--- config.mk ---
export PLATFORM = sky130hd
export DESIGN_NAME = wake_frame_id_mask_regs
export DESIGN_NICKNAME = d
export VERILOG_FILES = /design/src/core/wake_regs_pkg.sv /design/src/core/serial_port.sv /design/src/core/wake_frame_id_mask_regs.sv
export SDC_FILE = /design/constraint.sdc
export NUM_CORES = 1
export LEC_CHECK = 0
export BUFFER_PORTS_ARGS = -buffer_cell sky130_fd_sc_hd__buf_2
export CORE_UTILIZATION = 50
export DETAILED_ROUTE_END_ITERATION = 8
export PLACE_DENSITY = 0.71
export SYNTH_ARGS = -nofsm -noshare
export SYNTH_HDL_FRONTEND = slang
export SYNTH_HIERARCHICAL = 1
export SYNTH_SLANG_ARGS = --single-unit
--- constraint.sdc ---
create_clock -name CLOCK -period 5 [get_ports CLOCK]
set_input_delay 0.25 -clock CLOCK [delete_from_list [all_inputs] [get_ports CLOCK]]
set_output_delay 0.25 -clock CLOCK [all_outputs]
set_load 0.05 [all_outputs]
--- src/core/wake_regs_pkg.sv ---
package wake_regs_pkg;
   // serial frame: first byte {address[6:0], write}, second byte data
   localparam int ADDR_W = 7;
   localparam int DATA_W = 8;
   localparam int SYNC_STAGES = 3;
   localparam logic [4:0] ADDR_BITS = 5'h08;
   localparam logic [4:0] FRAME_BITS = 5'h10;
   localparam logic [4:0] CNT_ONE = 5'h01;
   localparam logic [4:0] CNT_ZERO = 5'h00;

   localparam logic [ADDR_W-1:0] OFF_QSTAT = 7'h2F;
   localparam logic [ADDR_W-1:0] OFF_ID_HIGH = 7'h30;
   localparam logic [ADDR_W-1:0] OFF_ID_MID = 7'h31;
   localparam logic [ADDR_W-1:0] OFF_ID_FMT = 7'h32;
   localparam logic [ADDR_W-1:0] OFF_ID_LOW = 7'h33;
   localparam logic [ADDR_W-1:0] OFF_MASK_TOP = 7'h34;
   localparam logic [ADDR_W-1:0] OFF_MASK_MID = 7'h35;
   localparam logic [ADDR_W-1:0] OFF_MASK_LOW = 7'h36;

   localparam logic [DATA_W-1:0] RST_BYTE = 8'h00;
   localparam logic [DATA_W-1:0] WMASK_FULL = 8'hFF;
   localparam logic [DATA_W-1:0] WMASK_ID_LOW = 8'hFC;
   localparam logic [DATA_W-1:0] WMASK_MASK_TOP = 8'h03;

   // watchdog question status layout
   localparam int RSVD_BIT = 7;
   localparam int ERR_BIT = 6;
   localparam int CNT_MSB = 5;
   localparam int CNT_LSB = 4;
   localparam int Q_MSB = 3;
   localparam int Q_LSB = 0;
   localparam logic [1:0] CNT_WD_ON = 2'h3;
   localparam logic [3:0] Q_WD_ON = 4'hC;

   // identifier format and base high layout
   localparam int EXT10_MSB = 7;
   localparam int EXT10_LSB = 6;
   localparam int FMT_BIT = 5;
   localparam int BASEH_MSB = 4;
   localparam int BASEH_LSB = 0;
   // identifier base low and mask top layout
   localparam int BASEL_MSB = 7;
   localparam int BASEL_LSB = 2;
   localparam int MTOP_MSB = 1;
   localparam int MTOP_LSB = 0;
endpackage

--- src/core/serial_port.sv ---
`timescale 1ns/1ps
`default_nettype none
module serial_port (
   input wire logic clk,
   input wire logic rst,
   input wire logic sclk_pin,
   input wire logic cs_n_pin,
   input wire logic sdi_pin,
   input wire logic [wake_regs_pkg::DATA_W-1:0] rd_data,
   output logic wr_strobe,
   output logic [wake_regs_pkg::ADDR_W-1:0] reg_addr,
   output logic [wake_regs_pkg::DATA_W-1:0] wr_data,
   output logic sdo,
   output logic sdo_oe_n
);
   import wake_regs_pkg::*;

   logic [SYNC_STAGES-1:0] sclk_sync_reg, sclk_sync_next;
   logic [SYNC_STAGES-1:0] cs_sync_reg, cs_sync_next;
   logic [SYNC_STAGES-1:0] sdi_sync_reg, sdi_sync_next;
   logic sclk_lvl_reg, sclk_lvl_next;
   logic cs_n_lvl_reg, cs_n_lvl_next;
   logic sdi_lvl_reg, sdi_lvl_next;
   logic [4:0] cnt_reg, cnt_next;
   logic [DATA_W-1:0] shift_reg, shift_next;
   logic [DATA_W-1:0] out_reg, out_next;
   logic [DATA_W-1:0] data_reg, data_next;
   logic [ADDR_W-1:0] addr_reg, addr_next;
   logic write_reg, write_next;
   logic load_reg, load_next;
   logic wr_reg, wr_next;
   logic sdo_reg, sdo_next;
   logic oe_n_reg, oe_n_next;
   logic rise, fall;

   // a level counts only once the second and third stages agree
   function automatic logic settle(input logic [SYNC_STAGES-1:0] s,
                                   input logic prev);
      return (s[1] == s[2]) ? s[2] : prev;
   endfunction

   always_comb begin
      sclk_sync_next = {sclk_sync_reg[1:0], sclk_pin};
      cs_sync_next = {cs_sync_reg[1:0], cs_n_pin};
      sdi_sync_next = {sdi_sync_reg[1:0], sdi_pin};
      sclk_lvl_next = settle(sclk_sync_reg, sclk_lvl_reg);
      cs_n_lvl_next = settle(cs_sync_reg, cs_n_lvl_reg);
      sdi_lvl_next = settle(sdi_sync_reg, sdi_lvl_reg);
      rise = sclk_lvl_next & ~sclk_lvl_reg;
      fall = ~sclk_lvl_next & sclk_lvl_reg;
      cnt_next = cnt_reg;
      shift_next = shift_reg;
      out_next = out_reg;
      data_next = data_reg;
      addr_next = addr_reg;
      write_next = write_reg;
      load_next = 1'b0;
      wr_next = 1'b0;
      sdo_next = sdo_reg;
      oe_n_next = oe_n_reg;
      if (cs_n_lvl_reg) begin
         cnt_next = CNT_ZERO;
         sdo_next = 1'b0;
         oe_n_next = 1'b1;
      end else begin
         // read data is taken one cycle after the address settles
         if (load_reg) begin
            out_next = rd_data;
         end
         if (rise && cnt_reg < FRAME_BITS) begin
            shift_next = {shift_reg[DATA_W-2:0], sdi_lvl_next};
            cnt_next = cnt_reg + CNT_ONE;
            if (cnt_reg == ADDR_BITS - CNT_ONE) begin
               addr_next = shift_reg[ADDR_W-1:0];
               write_next = sdi_lvl_next;
               load_next = 1'b1;
            end
            // a frame cut short never reaches this point: no write
            if (cnt_reg == FRAME_BITS - CNT_ONE && write_reg) begin
               wr_next = 1'b1;
               data_next = {shift_reg[DATA_W-2:0], sdi_lvl_next};
            end
         end
         if (fall && !write_reg && cnt_reg >= ADDR_BITS &&
             cnt_reg < FRAME_BITS) begin
            sdo_next = out_reg[DATA_W-1];
            out_next = {out_reg[DATA_W-2:0], 1'b0};
            oe_n_next = 1'b0;
         end
      end
   end

   always_ff @(posedge clk) begin
      if (rst) begin
         sclk_sync_reg <= '0;
         cs_sync_reg <= '1;
         sdi_sync_reg <= '0;
         sclk_lvl_reg <= 1'b0;
         cs_n_lvl_reg <= 1'b1;
         sdi_lvl_reg <= 1'b0;
         cnt_reg <= CNT_ZERO;
         shift_reg <= RST_BYTE;
         out_reg <= RST_BYTE;
         data_reg <= RST_BYTE;
         addr_reg <= '0;
         write_reg <= 1'b0;
         load_reg <= 1'b0;
         wr_reg <= 1'b0;
         sdo_reg <= 1'b0;
         oe_n_reg <= 1'b1;
      end else begin
         sclk_sync_reg <= sclk_sync_next;
         cs_sync_reg <= cs_sync_next;
         sdi_sync_reg <= sdi_sync_next;
         sclk_lvl_reg <= sclk_lvl_next;
         cs_n_lvl_reg <= cs_n_lvl_next;
         sdi_lvl_reg <= sdi_lvl_next;
         cnt_reg <= cnt_next;
         shift_reg <= shift_next;
         out_reg <= out_next;
         data_reg <= data_next;
         addr_reg <= addr_next;
         write_reg <= write_next;
         load_reg <= load_next;
         wr_reg <= wr_next;
         sdo_reg <= sdo_next;
         oe_n_reg <= oe_n_next;
      end
   end

   assign wr_strobe = wr_reg;
   assign reg_addr = addr_reg;
   assign wr_data = data_reg;
   assign sdo = sdo_reg;
   assign sdo_oe_n = oe_n_reg;
endmodule // serial_port
`default_nettype wire

--- src/core/wake_frame_id_mask_regs.sv ---
`timescale 1ns/1ps
`default_nettype none
// Summary of operation
// Status bit 6 is a sticky answer error flag, cleared by writing one, unchanged by zero, reset to zero.
// Status bits 5-4 are read-only answer count and read 3 while the watchdog is enabled.
// Status bits 3-0 are read-only current question and read C while the watchdog is enabled.
// Byte 30h is read-write, resets to zero and drives extended identifier bits 17:10.
// Byte 31h is read-write, resets to zero and drives extended identifier bits 9:2.
// Bit 5 of byte 32h selects standard (0) or extended (1) identifier format, reset zero.
// Byte 32h bits 7-6 hold extended bits 1:0 and bits 4-0 hold base bits 10:6, read-write, reset zero.
// Byte 33h bits 7-2 hold base bits 5:0 read-write, bits 1-0 read zero.
// Byte 34h bits 1-0 hold mask bits 17:16 read-write, upper bits read zero.
// Byte 35h is read-write, resets to zero and holds mask bits 15:8.
// Status bit 7 at 2Fh is reserved and reads zero.
// Byte 36h is read-write, resets to zero and holds mask bits 7:0.
// Writes to read-only or reserved positions are ignored and those read their fixed values.
// The answer checker sets the error flag and a set beats a same-cycle clear.
module wake_frame_id_mask_regs (
   input wire logic CLOCK,
   input wire logic SYS_RST,
   input wire logic SPI_SCLK,
   input wire logic SPI_CS_N,
   input wire logic SPI_SDI,
   output logic SPI_SDO,
   output logic SPI_SDO_OE_N,
   input wire logic WD_ENABLE,
   input wire logic [wake_regs_pkg::Q_MSB:wake_regs_pkg::Q_LSB] CURRENT_QUESTION,
   input wire logic [1:0] ANSWER_COUNT,
   input wire logic ANSWER_ERROR_EVENT,
   output logic ANSWER_ERROR_FLAG,
   output logic [7:0] EXT_IDENTIFIER_17_10,
   output logic [7:0] EXT_IDENTIFIER_9_2,
   output logic [1:0] EXT_IDENTIFIER_1_0,
   output logic ID_FORMAT_EXTENDED,
   output logic [4:0] BASE_IDENTIFIER_HIGH,
   output logic [5:0] BASE_IDENTIFIER_LOW,
   output logic [1:0] EXT_MASK_17_16,
   output logic [7:0] EXT_MASK_15_8,
   output logic [7:0] EXT_MASK_7_0
);
   import wake_regs_pkg::*;

   logic wr_strobe;
   logic [ADDR_W-1:0] reg_addr;
   logic [DATA_W-1:0] wr_data;
   logic [DATA_W-1:0] rd_data;
   logic [DATA_W-1:0] status_view;

   logic err_reg, err_next;
   logic [DATA_W-1:0] wake_ext_id_high_byte_reg, wake_ext_id_high_byte_next;
   logic [DATA_W-1:0] wake_ext_id_mid_byte_reg, wake_ext_id_mid_byte_next;
   logic [DATA_W-1:0] wake_id_format_and_base_high_reg;
   logic [DATA_W-1:0] wake_id_format_and_base_high_next;
   logic [DATA_W-1:0] wake_id_base_low_reg, wake_id_base_low_next;
   logic [DATA_W-1:0] wake_ext_mask_top_bits_reg, wake_ext_mask_top_bits_next;
   logic [DATA_W-1:0] wake_ext_mask_mid_byte_reg, wake_ext_mask_mid_byte_next;
   logic [DATA_W-1:0] wake_ext_mask_low_byte_reg, wake_ext_mask_low_byte_next;

   function automatic logic hit(input logic [ADDR_W-1:0] a,
                                input logic [ADDR_W-1:0] off);
      return a == off;
   endfunction

   serial_port u_port (
      .clk(CLOCK),
      .rst(SYS_RST),
      .sclk_pin(SPI_SCLK),
      .cs_n_pin(SPI_CS_N),
      .sdi_pin(SPI_SDI),
      .rd_data(rd_data),
      .wr_strobe(wr_strobe),
      .reg_addr(reg_addr),
      .wr_data(wr_data),
      .sdo(SPI_SDO),
      .sdo_oe_n(SPI_SDO_OE_N)
   );

   // status byte is assembled live; only the error flag is stored here
   always_comb begin
      status_view = RST_BYTE;
      status_view[RSVD_BIT] = 1'b0;
      status_view[ERR_BIT] = err_reg;
      // an enabled watchdog forces the documented pattern
      status_view[CNT_MSB:CNT_LSB] = WD_ENABLE ? CNT_WD_ON : ANSWER_COUNT;
      status_view[Q_MSB:Q_LSB] = WD_ENABLE ? Q_WD_ON : CURRENT_QUESTION;
   end

   // unmapped addresses read as zero
   always_comb begin
      if (hit(reg_addr, OFF_QSTAT)) begin
         rd_data = status_view;
      end else if (hit(reg_addr, OFF_ID_HIGH)) begin
         rd_data = wake_ext_id_high_byte_reg;
      end else if (hit(reg_addr, OFF_ID_MID)) begin
         rd_data = wake_ext_id_mid_byte_reg;
      end else if (hit(reg_addr, OFF_ID_FMT)) begin
         rd_data = wake_id_format_and_base_high_reg;
      end else if (hit(reg_addr, OFF_ID_LOW)) begin
         rd_data = wake_id_base_low_reg;
      end else if (hit(reg_addr, OFF_MASK_TOP)) begin
         rd_data = wake_ext_mask_top_bits_reg;
      end else if (hit(reg_addr, OFF_MASK_MID)) begin
         rd_data = wake_ext_mask_mid_byte_reg;
      end else if (hit(reg_addr, OFF_MASK_LOW)) begin
         rd_data = wake_ext_mask_low_byte_reg;
      end else begin
         rd_data = RST_BYTE;
      end
   end

   always_comb begin
      err_next = err_reg;
      wake_ext_id_high_byte_next = wake_ext_id_high_byte_reg;
      wake_ext_id_mid_byte_next = wake_ext_id_mid_byte_reg;
      wake_id_format_and_base_high_next = wake_id_format_and_base_high_reg;
      wake_id_base_low_next = wake_id_base_low_reg;
      wake_ext_mask_top_bits_next = wake_ext_mask_top_bits_reg;
      wake_ext_mask_mid_byte_next = wake_ext_mask_mid_byte_reg;
      wake_ext_mask_low_byte_next = wake_ext_mask_low_byte_reg;
      if (wr_strobe) begin
         if (hit(reg_addr, OFF_QSTAT)) begin
            if (wr_data[ERR_BIT]) begin
               err_next = 1'b0;
            end
         end else if (hit(reg_addr, OFF_ID_HIGH)) begin
            wake_ext_id_high_byte_next = wr_data & WMASK_FULL;
         end else if (hit(reg_addr, OFF_ID_MID)) begin
            wake_ext_id_mid_byte_next = wr_data & WMASK_FULL;
         end else if (hit(reg_addr, OFF_ID_FMT)) begin

            wake_id_format_and_base_high_next = wr_data & WMASK_FULL;
         end else if (hit(reg_addr, OFF_ID_LOW)) begin
            wake_id_base_low_next = wr_data & WMASK_ID_LOW;
         end else if (hit(reg_addr, OFF_MASK_TOP)) begin
            wake_ext_mask_top_bits_next = wr_data & WMASK_MASK_TOP;
         end else if (hit(reg_addr, OFF_MASK_MID)) begin
            wake_ext_mask_mid_byte_next = wr_data & WMASK_FULL;
         end else if (hit(reg_addr, OFF_MASK_LOW)) begin
            wake_ext_mask_low_byte_next = wr_data & WMASK_FULL;
         end
      end
      // set after clear so a simultaneous error is never lost
      if (ANSWER_ERROR_EVENT) begin
         err_next = 1'b1;
      end
   end

   always_ff @(posedge CLOCK) begin
      if (SYS_RST) begin
         err_reg <= 1'b0;
         wake_ext_id_high_byte_reg <= RST_BYTE;
         wake_ext_id_mid_byte_reg <= RST_BYTE;
         wake_id_format_and_base_high_reg <= RST_BYTE;
         wake_id_base_low_reg <= RST_BYTE;
         wake_ext_mask_top_bits_reg <= RST_BYTE;
         wake_ext_mask_mid_byte_reg <= RST_BYTE;
         wake_ext_mask_low_byte_reg <= RST_BYTE;
      end else begin
         err_reg <= err_next;
         wake_ext_id_high_byte_reg <= wake_ext_id_high_byte_next;
         wake_ext_id_mid_byte_reg <= wake_ext_id_mid_byte_next;
         wake_id_format_and_base_high_reg <= wake_id_format_and_base_high_next;
         wake_id_base_low_reg <= wake_id_base_low_next;
         wake_ext_mask_top_bits_reg <= wake_ext_mask_top_bits_next;
         wake_ext_mask_mid_byte_reg <= wake_ext_mask_mid_byte_next;
         wake_ext_mask_low_byte_reg <= wake_ext_mask_low_byte_next;
      end
   end

   assign ANSWER_ERROR_FLAG = err_reg;
   assign EXT_IDENTIFIER_17_10 = wake_ext_id_high_byte_reg;
   assign EXT_IDENTIFIER_9_2 = wake_ext_id_mid_byte_reg;
   assign EXT_IDENTIFIER_1_0 =
      wake_id_format_and_base_high_reg[EXT10_MSB:EXT10_LSB];
   assign ID_FORMAT_EXTENDED = wake_id_format_and_base_high_reg[FMT_BIT];
   assign BASE_IDENTIFIER_HIGH =
      wake_id_format_and_base_high_reg[BASEH_MSB:BASEH_LSB];
   assign BASE_IDENTIFIER_LOW = wake_id_base_low_reg[BASEL_MSB:BASEL_LSB];
   assign EXT_MASK_17_16 = wake_ext_mask_top_bits_reg[MTOP_MSB:MTOP_LSB];
   assign EXT_MASK_15_8 = wake_ext_mask_mid_byte_reg;
   assign EXT_MASK_7_0 = wake_ext_mask_low_byte_reg;

   logic clr_hit;
   assign clr_hit = wr_strobe && hit(reg_addr, OFF_QSTAT) && wr_data[ERR_BIT];
endmodule // wake_frame_id_mask_regs
`default_nettype wire

# After elaboration in Yosys (flattened, before gate mapping)
# Index checks and enable logic that the tools add are counted.
classes:
  n_addsub: 1
  order_cmp: 2
  eq_ne: 13
  mux: 20
  bitwise_logic: 13
  reduce_logical: 24
op_table:
  columns: ["cell", "n"]
  rows:
  - ["two-way mux 8 bit", 10]
  - ["== test 7 x 6 -> 1 bit, second input constant", 8]
  - ["AND reduction 3 bit", 4]
  - ["NOT 1 bit", 11]
  - ["AND reduction 9 bit", 1]
  - ["two-way mux 1 bit", 8]
  - ["AND reduction 8 bit", 1]
  - ["nonzero test 2 bit", 4]
  - ["AND reduction 7 bit", 1]
  - ["AND reduction 6 bit", 1]
  - ["adder 5 x 1 -> 5 bit, second input constant", 1]
  - ["== test 5 x 3 -> 1 bit, second input constant", 1]
  - ["== test 5 x 4 -> 1 bit, second input constant", 1]
  - ["greater-or-equal comparator 5 x 4 -> 1 bit, second input constant", 1]
  - ["logical AND 1 bit", 5]
  - ["< comparator 5 bit, second input constant", 1]
  - ["AND reduction 5 bit", 1]
  - ["two-way mux 4 bit", 1]
  - ["AND reduction 2 bit", 2]
  - ["AND reduction 4 bit", 1]
  - ["== test 1 bit", 3]
  - ["OR reduction 3 bit", 1]
  - ["AND 1 bit", 2]
  - ["two-way mux 2 bit", 1]
  - ["other kinds (2)", 2]
word_totals:
  ff_bits: 101
  inputBits: 13
  word_cells: 97

# Longest topological paths before layout
depth:
  ltp_word: 11
  depth_mapped: 8

# By module
# The synthesis kept the hierarchy.
modules_own_cells:
  columns: ["module", "instances", "cells_each", "area_each_um2", "seq_area_each_um2"]
  rows:
  - ["wake_frame_id_mask_regs", 1, 255, 2371.0, 980.9]
  - ["serial_port", 1, 227, 2150.8, 1041.0]

# Least setup slack after synthesis
# No wires, ideal clock.
synth_path:
  kind: "flip-flop to flip-flop"
  from: "register u_port.addr_reg[0] (netlist: u_port/reg_addr[0])"
  to: "register u_port.out_reg[3]"
  setup_ns: 0.133
  arrival_ns: 1.852
  path_slack_ns: 3.015
  path_stages_with_launch: 7
  path_buffers: 2
  cell_sequence: "dfxtp_1 > buf_2 > buf_1 > mux2_2 > a211o_1 > a2111oi_0 > nor4_1"
synth_between:
  elab_chain_len: 11
synth_lines:
  columns: ["item", "line", "rtl"]
  rows:
  - ["start, declared", "serial_port.sv:28", "logic [ADDR_W-1:0] addr_reg, addr_next;"]
  - ["start signal, assigned", "serial_port.sv:122", "addr_reg <= addr_next;"]
  - ["== test 7 x 6 -> 1 bit", "wake_frame_id_mask_regs.sv:61", "return a == off;"]
  - ["two-way mux 8 bit", "wake_frame_id_mask_regs.sv:104", "end else if (hit(reg_addr, OFF_MASK_LOW)) begin"]
  - ["two-way mux 8 bit", "wake_frame_id_mask_regs.sv:102", "end else if (hit(reg_addr, OFF_MASK_MID)) begin"]
  - ["two-way mux 8 bit", "wake_frame_id_mask_regs.sv:100", "end else if (hit(reg_addr, OFF_MASK_TOP)) begin"]
  - ["two-way mux 8 bit", "wake_frame_id_mask_regs.sv:98", "end else if (hit(reg_addr, OFF_ID_LOW)) begin"]
  - ["two-way mux 8 bit", "wake_frame_id_mask_regs.sv:96", "end else if (hit(reg_addr, OFF_ID_FMT)) begin"]
  - ["two-way mux 8 bit", "wake_frame_id_mask_regs.sv:94", "end else if (hit(reg_addr, OFF_ID_MID)) begin"]
  - ["two-way mux 8 bit", "wake_frame_id_mask_regs.sv:92", "end else if (hit(reg_addr, OFF_ID_HIGH)) begin"]
  - ["two-way mux 8 bit *", "wake_frame_id_mask_regs.sv:90", "if (hit(reg_addr, OFF_QSTAT)) begin"]
  - ["named net rd_data[3]", "wake_frame_id_mask_regs.sv:46", "logic [DATA_W-1:0] rd_data;"]
  - ["two-way mux 8 bit *", "serial_port.sv:67", "if (load_reg) begin"]
  - ["two-way mux 8 bit *", "serial_port.sv:84", "if (fall && !write_reg && cnt_reg >= ADDR_BITS &&"]
  - ["end signal, assigned", "serial_port.sv:120", "out_reg <= out_next;"]
  - ["end, declared", "serial_port.sv:26", "logic [DATA_W-1:0] out_reg, out_next;"]
# The timed path passes the listed nets; every way through them passes the cells marked *. The select of a mux whose other input is x is not followed.
# A chain may end at the register's enable or synchronous reset.

# Worst setup path in the final report
# Same ends and word-level chain as after synthesis.

==> summary.txt <==
Yosys
  • Post-synth cell types: 50
  • Share of the synthesized area in the top cell type: 0.447
  • Avg Inst Size Synth: ~9.4 um^2
  • Post-synth ARST share: 0
  • Synthesized cell area: 0.00452 mm^2
  • Syn Inst Count: 482
  • Ys flop type: dfxtp_1
  • Seq/Total Area, Yosys: 0.447
  • Synth Warn #: 6
  • Cell taking the most area after synthesis: dfxtp_1
  • Syn Nets: 498
  • FF+latch count, synth: 101
  • Area contributors post-synth: dfxtp_1 (45%), mux2i_1 (15%), nor2_1 (5.1%)
  • Number of synthesized flops with an enable pin: 0

Die
  • Chip width: 97.1 um
  • Io pins: 64
  • Core Box Area: 0.00872 mm^2
  • Die height: 97.1 um
  • Die area: 0.00943 mm^2
  • Effective utilization at floorplan: 0.519
  • Cell row count: 34

Global routing
  • Initial antenna violation count: 0
  • First-pass GRT wire length: 17.5 mm
  • Pin count of the biggest net entering global routing: 70
  • Vias in the first global route: about 3500
  • Gr ovfl total: 0
  • GRT Resource Usage Total: 0.231

Final layout
  • Finished Layout Cells: 637
  • Fill count: 780
  • Area of the multi-input gates: between 0.002 and 0.0025 mm^2
  • Commonest non-fill, non-tap cell in the layout: dfxtp_1
  • Share of cells above drive strength 1: 0.183
  • FF/Latch Area: 0.00202 mm^2
  • # diodes: 0
  • Most frequent cells in the layout: dfxtp_1 (101), mux2i_1 (70), buf_2 (63)
  • # nets final: 540
  • Area delta synth->final: 11.2%
  • Core Util, Final: 0.576

Clock network
  • Clk_lat worst skew: approximately 360 ps
  • Clock transition at the registers of the reported paths: 90 ps
  • CTS root buf: clkbuf_8
  • TritonCTS clock tree: done
  • # resized after CTS: 0
  • Num CTS Buffers: 9
  • Post CTS Setup Buffer Count: 0
  • Post-cts hold buffer count: 0
  • Clock sink total: between 100 and 150
  • Clk buf depth: 2
  • CTS H-tree depth: 3

Timing
  • Maximum clock rate: 0.390 GHz
  • Setup TNS: 0 ps
  • PnR worst setup slack: 2430 ps
  • Slew Limit Fails: 0
  • # setup viols final: 0
  • RSZ-0062 raised after global routing: false
  • Slew @ Worst Pin: 1050 ps
  • Clock skew: approximately 6.2 ps
  • Final Hold Fails: 0
  • Final clock period utilization by the worst path: 0.513
  • Tmin final: around 2600 ps
  • Max_slew headroom: 0.301

Worst setup path
  • R2R Path End: u_port/out_reg[3]$_SDFFE_PP0P_
  • CP max FO: 29
  • CP Capture Type: flop
  • Cell Chain, Critical Path: nor2b_1 > a22oi_1 > o22ai_1 > a211o_1 > a2111oi_0 > nor4_1
  • Data arrival time of the critical path: between 2000 and 3000 ps
  • CP Launch Type: flop
  • Slowest-stage cell, CP: dfxtp_1
  • R2R depth: 6
  • Crit path required time: 5220 ps
  • Launching point of the worst reg2reg path: u_port/reg_addr[0]$_SDFFE_PP0P_
  • R2R Setup Slk: 2430 ps
  • CP Class: reg2reg
  • Crit path largest cell delay: slightly above 1000 ps

Hold path
  • Hold Startpoint: SPI_CS_N
  • Worst hold stages: 2
  • Hold path endpoint: u_port/cs_sync_reg[0]$_SDFF_PP1_
  • Worst hold path type: in2reg

Route
  • Final WL: 10.5 mm
  • Total number of vias: 3639
  • DRC violation total after the first TritonRoute iteration: 277
  • Post-DR vias/cell: 5.71
  • Routed length per placed instance: 16.5 um
  • Antenna viol nets, final: 0
  • # DRC: 0
  • DRT Pass-1 Iters: 5

Placed design
  • RD Place Congestion: 0.898
  • PortBufs: 63
  • Final HPWL DP: 7.53 mm
  • Post-Place Setup Slack: 2430 ps
  • Placed insts: 621

Flow run
  • Number of max-cap violations: 0

Power and ir drop
  • Worst vdd ir: between 0.00015 and 0.0002 V
  • Pwr/cell area: ~260 mW/mm^2
  • Leakage: 2.15 nW

Status
  • Run status: complete, no violations
-- final cells by class --
cell class                      count  area share
Timing Repair Buffer               66      0.0672
Multi-Input combinational cell    333       0.456
Sequential cell                   101       0.402
Tap cell                          108      0.0269
Inverter                           13     0.00971
Clock inverter                      2     0.00324
Clock buffer                       14      0.0344
-- cell usage after synthesis, types with 2 or more instances --
master     number
dfxtp_1       101
mux2i_1        70
nor2_1         62
nand2b_1       29
a21oi_1        22
clkbuf_1       20
nor4_1         15
nand2_1        14
nor2b_1        14
o21ai_0        14
inv_1          11
buf_2           9
nand3_1         9
a211oi_1        8
a2111oi_0       6
a22oi_1         6
nor3_1          6
o22ai_1         6
or2_2           5
a211o_1         4
mux2_2          4
buf_1           3
ha_1            3
nand4_2         3
nand4bb_1       3
or3_1           3
a221o_1         2
buf_4           2
inv_2           2
nand3b_1        2
nand4b_1        2
nor3b_1         2
nor4bb_1        2
o221ai_1        2
-- cells by family (layout without fill, tap and decap cells) --
group,count (synthesis),in the layout,synth area share
AND/OR/NAND/NOR,179,179,0.222
AO/OA/AOI/OAI,76,76,0.110
adder cells (fa/ha/maj),4,4,0.0105
multiplexers,74,74,0.165
flip-flops,101,101,0.447
buffers and inverters,48,95,0.0457
-- power by group --
part / total, mW / switching [mW] / internal [mW] / leakage, nW
clock network: 0.487 / 0.263 / 0.224 / 0.0929
logic: 0.0316 / 0.0210 / 0.0106 / 1.25
registers: 0.809 / 0.00225 / 0.807 / 0.815
total: 1.33 / 0.286 / 1.04 / 2.15
-- per-layer routing --
layer	part of all wire	wire length [um]	up-vias	GRT usage
met5	0	0	-	0
met4	0.028	291	0	0.0850
met3	0.050	524	26	0.0446
met2	0.47	4930	106	0.370
met1	0.45	4790	1712	0.310
li1	-	-	1795	-
-- per-stage QoR --
| step | hold slack (ps) | power [mW] | instance area, um^2 |
|---|---|---|---|
| 3_5_place_dp | 402 | 0.860 | 4840 |
| 2_1_floorplan | 354 | 0.848 | 4520 |
| 4_1_cts | 59.0 | 1.34 | 5030 |
| 6_report | 70.0 | 1.33 | 5030 |
| 3_3_place_gp | 403 | 0.860 | 4840 |
| 5_1_grt | 64.2 | 1.38 | 5030 |
-- worst max-delay path by stage --
stage,startpoint,slack [ps],cells past startpoint,endpoint
6_report,u_port/reg_addr[0]$_SDFFE_PP0P_,2430,6,u_port/out_reg[3]$_SDFFE_PP0P_
4_1_cts,u_port/reg_addr[0]$_SDFFE_PP0P_,2450,6,u_port/out_reg[6]$_SDFFE_PP0P_
3_3_place_gp,u_port/reg_addr[0]$_SDFFE_PP0P_,2550,6,u_port/out_reg[4]$_SDFFE_PP0P_
3_5_place_dp,u_port/reg_addr[0]$_SDFFE_PP0P_,2430,6,u_port/out_reg[3]$_SDFFE_PP0P_
2_1_floorplan,u_port/reg_addr[0]$_SDFFE_PP0P_,3020,6,u_port/out_reg[3]$_SDFFE_PP0P_
5_1_grt,u_port/reg_addr[0]$_SDFFE_PP0P_,2120,6,u_port/out_reg[4]$_SDFFE_PP0P_
-- worst max-delay path: cells and delay by family (launching register included) --
kind / cells / cell delay (ps)
DFF: 1 / 1020
and+or+nand+nor: 2 / 400
AOI/OAI and AO/OA: 4 / 1000
(Power assumes the default switching activity.)
